`src/pkg/lcb_regs.vh`:
```
// constants for the lcd bias control register pair
`ifndef LCB_REGS_VH
`define LCB_REGS_VH

// register indices within the block
`define LCB_IDX_DISPLAY_BIAS_CONTROL  1'h0
`define LCB_IDX_QUICK_CHARGE_LEVEL    1'h1

// reset values
`define LCB_RST_DISPLAY_BIAS_CONTROL  8'h00
`define LCB_RST_QUICK_CHARGE_LEVEL    8'h00

// display_bias_control fields
`define LCB_BIT_DISPLAY_ENABLE        0
`define LCB_RSEL_LSB                  1
`define LCB_RSEL_MSB                  3
`define LCB_CAPSUP_LSB                4
`define LCB_CAPSUP_MSB                5
`define LCB_BIT_BIAS_STYLE            6
`define LCB_BIT_WAVE_TYPE             7

// quick_charge_level_control fields
`define LCB_LEVEL_LSB                 0
`define LCB_LEVEL_MSB                 3
`define LCB_QCT_LSB                   5
`define LCB_QCT_MSB                   7
`define LCB_QCL_WRITE_MASK            8'hEF

// power modes
`define LCB_MODE_FAST                 2'h0
`define LCB_MODE_SLOW                 2'h1
`define LCB_MODE_IDLE                 2'h2
`define LCB_MODE_SLEEP                2'h3

// active ladder resistance codes
`define LCB_RES_HIGH                  2'h0
`define LCB_RES_MID                   2'h1
`define LCB_RES_LOW                   2'h2

// top level in sixteenths of the panel supply
`define LCB_LEVEL_BASE                5'h08
`define LCB_LEVEL_FULL                5'h10

`endif

```
`src/core/lcb_quick_charge.v`:
```
// quick charge timer counting lcd sub clock periods per common phase
`timescale 1ns/1ps
`default_nettype none

module lcb_quick_charge (
  // clock and reset
  input  wire       clk_sys,
  input  wire       rst,
  input  wire       ce,
  // control
  input  wire       enable,
  input  wire       phase_start,
  input  wire       sub_tick,
  input  wire [2:0] quick_charge_time,
  // status
  output reg        active_q
);

  reg [2:0] cnt_q;

  // phase start wins over a tick landing in the same cycle
  always @(posedge clk_sys) begin
    if (rst) begin
      active_q <= 1'b0;
      cnt_q    <= 3'h0;
    end else if (ce) begin
      if (!enable) begin
        active_q <= 1'b0;
        cnt_q    <= 3'h0;
      end else if (phase_start) begin
        active_q <= 1'b1;
        cnt_q    <= 3'h0;
      end else if (active_q && sub_tick) begin
        cnt_q <= cnt_q + 3'h1;
        if (cnt_q == quick_charge_time) begin
          active_q <= 1'b0;
        end
      end
    end
  end

endmodule // lcb_quick_charge

`default_nettype wire

```
`src/core/lcb_bias_regs.v`:
```
// lcd bias and waveform control register pair with bias steering
`timescale 1ns/1ps
`default_nettype none
`include "lcb_regs.vh"

module lcb_bias_regs (
  // clock, reset, clock enable
  input  wire       clk_sys,
  input  wire       rst,
  input  wire       ce,
  // data memory access
  input  wire       reg_index,
  input  wire       reg_wr,
  input  wire       reg_rd,
  input  wire [7:0] reg_wdata,
  output reg  [7:0] reg_rdata_q,
  // power mode of the device
  input  wire [1:0] power_mode,
  // lcd timing
  input  wire       sub_clk_pin,
  input  wire       common_line_phase,
  // steering outputs to the analog bias and waveform logic
  output reg        display_on_q,
  output reg        wave_type_b_q,
  output reg        charge_pump_en_q,
  output reg  [1:0] cap_supply_sel_q,
  output reg        ladder_dc_path_q,
  output reg  [1:0] ladder_res_sel_q,
  output reg  [4:0] ladder_top_level_q,
  output wire       quick_charge_active_q
);

  // stored register contents
  reg  [7:0] bias_ctrl_q;
  reg  [7:0] qcl_ctrl_q;

  // qualified write strobes, one per register
  wire       wr_bias_ctrl;
  wire       wr_qcl_ctrl;

  // sub clock synchroniser and edge detect
  reg        sub_meta_q;
  reg        sub_sync_q;
  reg        sub_prev_q;
  wire       sub_tick;

  // decoded fields
  wire       display_enable;
  wire       bias_style_select;
  wire       wave_type;
  wire [1:0] cap_bias_supply_select;
  wire [2:0] bias_resistor_select;
  wire [2:0] quick_charge_time;
  wire [3:0] ladder_top_level_select;

  // derived controls
  wire       mode_awake;
  wire       display_on_d;
  wire       r_bias_on;
  wire       quick_mode;
  wire       qc_enable;
  reg  [1:0] res_sel_d;
  reg  [4:0] top_level_d;
  reg  [7:0] rdata_d;

  // field extraction from the stored bytes
  assign display_enable         = bias_ctrl_q[`LCB_BIT_DISPLAY_ENABLE];
  assign bias_style_select      = bias_ctrl_q[`LCB_BIT_BIAS_STYLE];
  assign wave_type              = bias_ctrl_q[`LCB_BIT_WAVE_TYPE];
  assign cap_bias_supply_select =
    bias_ctrl_q[`LCB_CAPSUP_MSB:`LCB_CAPSUP_LSB];
  assign bias_resistor_select   = bias_ctrl_q[`LCB_RSEL_MSB:`LCB_RSEL_LSB];
  assign quick_charge_time      = qcl_ctrl_q[`LCB_QCT_MSB:`LCB_QCT_LSB];
  assign ladder_top_level_select =
    qcl_ctrl_q[`LCB_LEVEL_MSB:`LCB_LEVEL_LSB];

  // strobes are qualified by the clock enable here so that a frozen
  // block drops software writes instead of latching them late
  assign wr_bias_ctrl = ce & reg_wr &
                        (reg_index == `LCB_IDX_DISPLAY_BIAS_CONTROL);
  assign wr_qcl_ctrl  = ce & reg_wr &
                        (reg_index == `LCB_IDX_QUICK_CHARGE_LEVEL);

  // first register takes the whole byte
  always @(posedge clk_sys) begin
    if (rst) begin
      bias_ctrl_q <= `LCB_RST_DISPLAY_BIAS_CONTROL;
    end else if (wr_bias_ctrl) begin
      bias_ctrl_q <= reg_wdata;
    end
  end

  // second register; bit 4 of the byte never stores
  always @(posedge clk_sys) begin
    if (rst) begin
      qcl_ctrl_q <= `LCB_RST_QUICK_CHARGE_LEVEL;
    end else if (wr_qcl_ctrl) begin
      qcl_ctrl_q <= reg_wdata & `LCB_QCL_WRITE_MASK;
    end
  end

  // read mux; the unimplemented bit is already held at zero
  always @* begin
    if (reg_index == `LCB_IDX_DISPLAY_BIAS_CONTROL) begin
      rdata_d = bias_ctrl_q;
    end else begin
      rdata_d = qcl_ctrl_q & `LCB_QCL_WRITE_MASK;
    end
  end

  // read data is registered so it leaves from a flop
  always @(posedge clk_sys) begin
    if (rst) begin
      reg_rdata_q <= 8'h00;
    end else if (ce && reg_rd) begin
      reg_rdata_q <= rdata_d;
    end
  end

  // sub clock comes from another oscillator, so two flops first
  always @(posedge clk_sys) begin
    if (rst) begin
      sub_meta_q <= 1'b0;
      sub_sync_q <= 1'b0;
      sub_prev_q <= 1'b0;
    end else if (ce) begin
      sub_meta_q <= sub_clk_pin;
      sub_sync_q <= sub_meta_q;
      sub_prev_q <= sub_sync_q;
    end
  end

  // one tick per rising sub clock edge marks one period
  // the tick lags the pin by about two system cycles, far below one
  // sub clock period, so the charge window is not visibly stretched
  assign sub_tick = sub_sync_q & ~sub_prev_q;

  // enable only counts in the awake modes; sleep overrides it
  assign mode_awake   = (power_mode != `LCB_MODE_SLEEP);
  assign display_on_d = display_enable & mode_awake;

  // resistor ladder is in use only for an enabled r type display
  // clearing the enable or entering sleep drops it, which opens the
  // ladder dc path and stops the bias current
  assign r_bias_on  = display_on_d & ~bias_style_select;
  assign quick_mode = (bias_resistor_select[2] |
                       (bias_resistor_select[1] & bias_resistor_select[0]));
  assign qc_enable  = r_bias_on & quick_mode;

  // quick charge timer per common phase
  // the timer is held clear outside quick r type operation, so a
  // mode change mid window cannot leave high current applied
  lcb_quick_charge lcb_quick_charge_i (
    .clk_sys           (clk_sys),
    .rst               (rst),
    .ce                (ce),
    .enable            (qc_enable),
    .phase_start       (common_line_phase),
    .sub_tick          (sub_tick),
    .quick_charge_time (quick_charge_time),
    .active_q          (quick_charge_active_q)
  );

  // active resistance; quick modes drop to low while charging
  // fixed codes ignore the timer, so a stale active flag cannot
  // disturb them
  always @* begin
    case (bias_resistor_select)
      3'h0: res_sel_d = `LCB_RES_HIGH;
      3'h1: res_sel_d = `LCB_RES_MID;
      3'h2: res_sel_d = `LCB_RES_LOW;
      3'h3: begin
        if (quick_charge_active_q) begin
          res_sel_d = `LCB_RES_LOW;
        end else begin
          res_sel_d = `LCB_RES_HIGH;
        end
      end
      default: begin
        if (quick_charge_active_q) begin
          res_sel_d = `LCB_RES_LOW;
        end else begin
          res_sel_d = `LCB_RES_MID;
        end
      end
    endcase
  end

  // top ladder level in sixteenths of the panel supply
  always @* begin
    if (ladder_top_level_select[3]) begin
      top_level_d = `LCB_LEVEL_FULL;
    end else begin
      top_level_d = `LCB_LEVEL_BASE +
                    {2'h0, ladder_top_level_select[2:0]};
    end
  end

  // steering outputs, all registered to keep the analog side glitch free
  always @(posedge clk_sys) begin
    if (rst) begin
      display_on_q       <= 1'b0;
      wave_type_b_q      <= 1'b0;
      charge_pump_en_q   <= 1'b0;
      cap_supply_sel_q   <= 2'h0;
      ladder_dc_path_q   <= 1'b0;
      ladder_res_sel_q   <= `LCB_RES_HIGH;
      ladder_top_level_q <= `LCB_LEVEL_BASE;
    end else if (ce) begin
      display_on_q       <= display_on_d;
      wave_type_b_q      <= wave_type;
      // pump runs only for an enabled c type display
      charge_pump_en_q   <= display_on_d & bias_style_select;
      // passed through as written; software keeps 00 in r type
      cap_supply_sel_q   <= cap_bias_supply_select;
      // ladder current path opens when r type is off
      ladder_dc_path_q   <= r_bias_on;
      ladder_res_sel_q   <= res_sel_d;
      ladder_top_level_q <= top_level_d;
    end
  end

endmodule // lcb_bias_regs

`default_nettype wire

```
`config.mk`:
```
export PLATFORM = sky130hd
export DESIGN_NAME = lcb_bias_regs
export DESIGN_NICKNAME = d
export VERILOG_FILES = /design/src/core/lcb_quick_charge.v /design/src/core/lcb_bias_regs.v
export VERILOG_INCLUDE_DIRS = /design/src /design/src/pkg
export SDC_FILE = /design/constraint.sdc
export NUM_CORES = 1
export LEC_CHECK = 0
export BUFFER_PORTS_ARGS = -buffer_cell sky130_fd_sc_hd__buf_4
export CORE_MARGIN = 5
export CORE_UTILIZATION = 56
export DETAILED_ROUTE_END_ITERATION = 12
export PLACE_DENSITY_LB_ADDON = 0.1
export SETUP_SLACK_MARGIN = 0.1
export SLEW_MARGIN = 20
export SYNTH_ARGS = -nofsm -noshare
export SYNTH_HDL_FRONTEND = slang
export SYNTH_SLANG_ARGS = --single-unit
export TNS_END_PERCENT = 50
```
`constraint.sdc`:
```
create_clock -name clk_sys -period 2.6 [get_ports clk_sys]
set_input_delay 0.13 -clock clk_sys [delete_from_list [all_inputs] [get_ports clk_sys]]
set_output_delay 0.13 -clock clk_sys [all_outputs]
set_load 0.01 [all_outputs]
```
==> metrics.txt <==
CTS H-Tree Depth 2; grt met1 use approximately 23%; setup slack after layout ~1.2 ns; Final Util about 70%; CP required approximately 2.9 ns; placed inst area ~2100 um2; Max Freq about 0.74 GHz; VDD IR max ~0.5 mV; Period Utilization, post-route a little over half; status completed; worst slew pin tran between 0.5 and 0.6 ns; # DRC 0; Synth area leader dfxtp_1; Ports 40; Ant. Diodes 0; Post-Layout Cell Count ~270; #FFs+latches synth 43; fillers roughly 280; Area contributors post-synth dfxtp_1 49%, mux2i_1 16%, nor2_1 7.2%; CTS tree done; class of the most critical setup path register to register; Clock Pin Slew Worst Setup and Hold Paths 0.12 ns; Hold Buf Count CTS 0; Max-Cap Viols 0; vias in the first global route approximately 1.4k; Synth top area share between 40% and 50%; drt initial violations between 100 and 150; Mapped Nets 206; drt first pass iters 4; sequential share of the synthesized area 48.6%; final non-filler cell area ~2100 um2; crit start category register; CP arrival between 1.5 and 2 ns; Ys Warns 0; first-pass GRT wire length 6240 um; pre-CTS setup slack between 1 and 1.5 ns; area grow syn2layout 20.3%; initial antenna violation count 0; cells after synthesis 187; clock buffer count from CTS 5; Unique masters post-synth 33; DP HPWL 2760 um; hold slack 0.0243 ns; Initial Util 58.0%; min-delay worst type primary input to register; DR vias roughly 1.4k; Fin. Hold Viols 0; Core ar. 3050 um2; total track usage 18.5%; PD cells around 550 nW/um2; Synth Area per Inst 9.47 um2; post-CTS sizing 0; clock skew between 0.01 and 0.015 ns; nets@finish 240; IO Port Bufs 39; Post-Route WL about 3800 um; chip width about 66 um; Final ANT Viol Nets 0; clk sinks 43; worst relative slew slack between 60% and 70%; clock root cell clkbuf_4; DIE AREA ~4400 um2; Post-CTS Setup Inserts 0; Cells after DPL between 200 and 300; total congestion overflow 0; Die Y around 66 um; endpoints failing setup 0; final setup TNS 0 ns; RSZ-0062 raised after global routing no; wire per inst 14.1 um; GR Util met3 4.42%; CTS max path bufs 2; num rows 20; GP Congestion between 0.8 and 0.9; Final Max Slew Viols 0; Clk Latency, worst-skew pair 0.34 ns; Post-Syn Area approximately 1800 um2; pin count of the biggest net entering global routing 43; PnR Total Power 1.18 mW; GR Layer Usage met2 a little under a third; Crit Path Max Fanout 5; fraction of layout cells with a size suffix above 1 22.5%; Most Used Layer, Global Route met2; Setup crit end kind register; Vias/cell between 5 and 6; Leak about 0.95 nW; post-route minimum period between 1 and 1.5 ns
[final cells by class]
cell class                 instances  area, um2  share of cell area, %
sequential                        43        861                   40.4
clock buffer                       8       68.8                   3.23
timing repair buffer              39        293                   13.7
inverter                           3       11.3                  0.528
multi-input combinational        129        843                   39.6
tap                               44       55.1                   2.58
[worst paths after layout]
kind	start	to	slack, ns	depth (start not counted)
max	bias_ctrl_q[0]	lcb_quick_charge_i.cnt_q[2]	1.25	4
min	reg_wdata[7]	bias_ctrl_q[7]	0.02	3
min reg2reg	ladder_top_level_q[4]	ladder_top_level_q[4]	0.47	2
max reg2reg	bias_ctrl_q[0]	lcb_quick_charge_i.cnt_q[2]	1.25	4
[critical path, cell delays in order, from the launching register on]
cell and delay [ns]:
dfxtp_1 0.38, a21bo_4 0.26, nor4_4 0.33, nand3_1 0.12, a31oi_1 0.17
[flip-flops by register name, summed over array words and instances, names as in the netlist]
signal,cells
bias_ctrl_q,8
reg_rdata_q,8
qcl_ctrl_q,7
ladder_top_level_q,5
lcb_quick_charge_i.cnt_q,3
cap_supply_sel_q,2
ladder_res_sel_q,2
charge_pump_en_q,1
display_on_q,1
ladder_dc_path_q,1
lcb_quick_charge_i.active_q,1
sub_meta_q,1
sub_prev_q,1
sub_sync_q,1
wave_type_b_q,1
[report_power, final]
part	internal, mW	total [mW]	leakage, nW	switching (mW)
clock network	0.159	0.359	0.0386	0.200
registers	0.679	0.694	0.349	0.0155
logic	0.0585	0.122	0.563	0.0637
total	0.897	1.18	0.951	0.279
[Yosys cell counts]
cell,n
dfxtp_1,43
nand4_1,1
o221ai_1,1
nor4_4,1
nand3_1,2
clkbuf_1,5
buf_2,6
nand3b_1,6
a311oi_1,1
o21ai_1,1
o21ai_0,2
nand3_2,1
or3_1,1
nor4_1,1
buf_4,1
nand2_1,13
a21oi_1,9
nor3b_1,1
a21oi_2,1
o22ai_1,2
nor2b_1,1
nor2_1,34
a211oi_1,7
nor3_1,3
inv_1,3
a31oi_1,2
nand4b_1,1
nand2b_1,2
mux2i_1,28
a21bo_4,1
and2_1,2
ha_1,1
xnor2_1,3
[layout by cell type (no fill, tap or decap), types with 2 or more instances in the layout]
cell type,synthesis,layout
a211oi_1,7,7
a21oi_1,9,9
a31oi_1,2,2
and2_1,2,2
buf_4,1,39
clkbuf_4,0,5
clkbuf_8,0,2
dfxtp_1,43,43
inv_1,3,3
mux2i_1,28,28
nand2_1,13,13
nand2b_1,2,2
nand3_1,2,2
nand3b_1,6,6
nor2_1,34,34
nor3_1,3,3
o21ai_0,2,2
o22ai_1,2,2
xnor2_1,3,3
[logic make-up after synthesis]
family	count (synthesis)	share of synthesized area, %
AND/OR/NAND/NOR	70	19.4
flip-flops	43	48.6
buffers and inverters	15	3.81
adder cells (fa/ha/maj)	1	0.706
XOR/XNOR	3	1.48
AO/OA/AOI/OAI	27	10.2
multiplexers	28	15.8
[routing by layer]
metal | vias to the layer above | part of all wire, %
met3 | 4 | 3.8
met1 | 675 | 45
li1 | 718 | -
met2 | 31 | 50
met4 | 0 | 0.90
met5 | - | 0
Power figures use the tool's default switching activity.
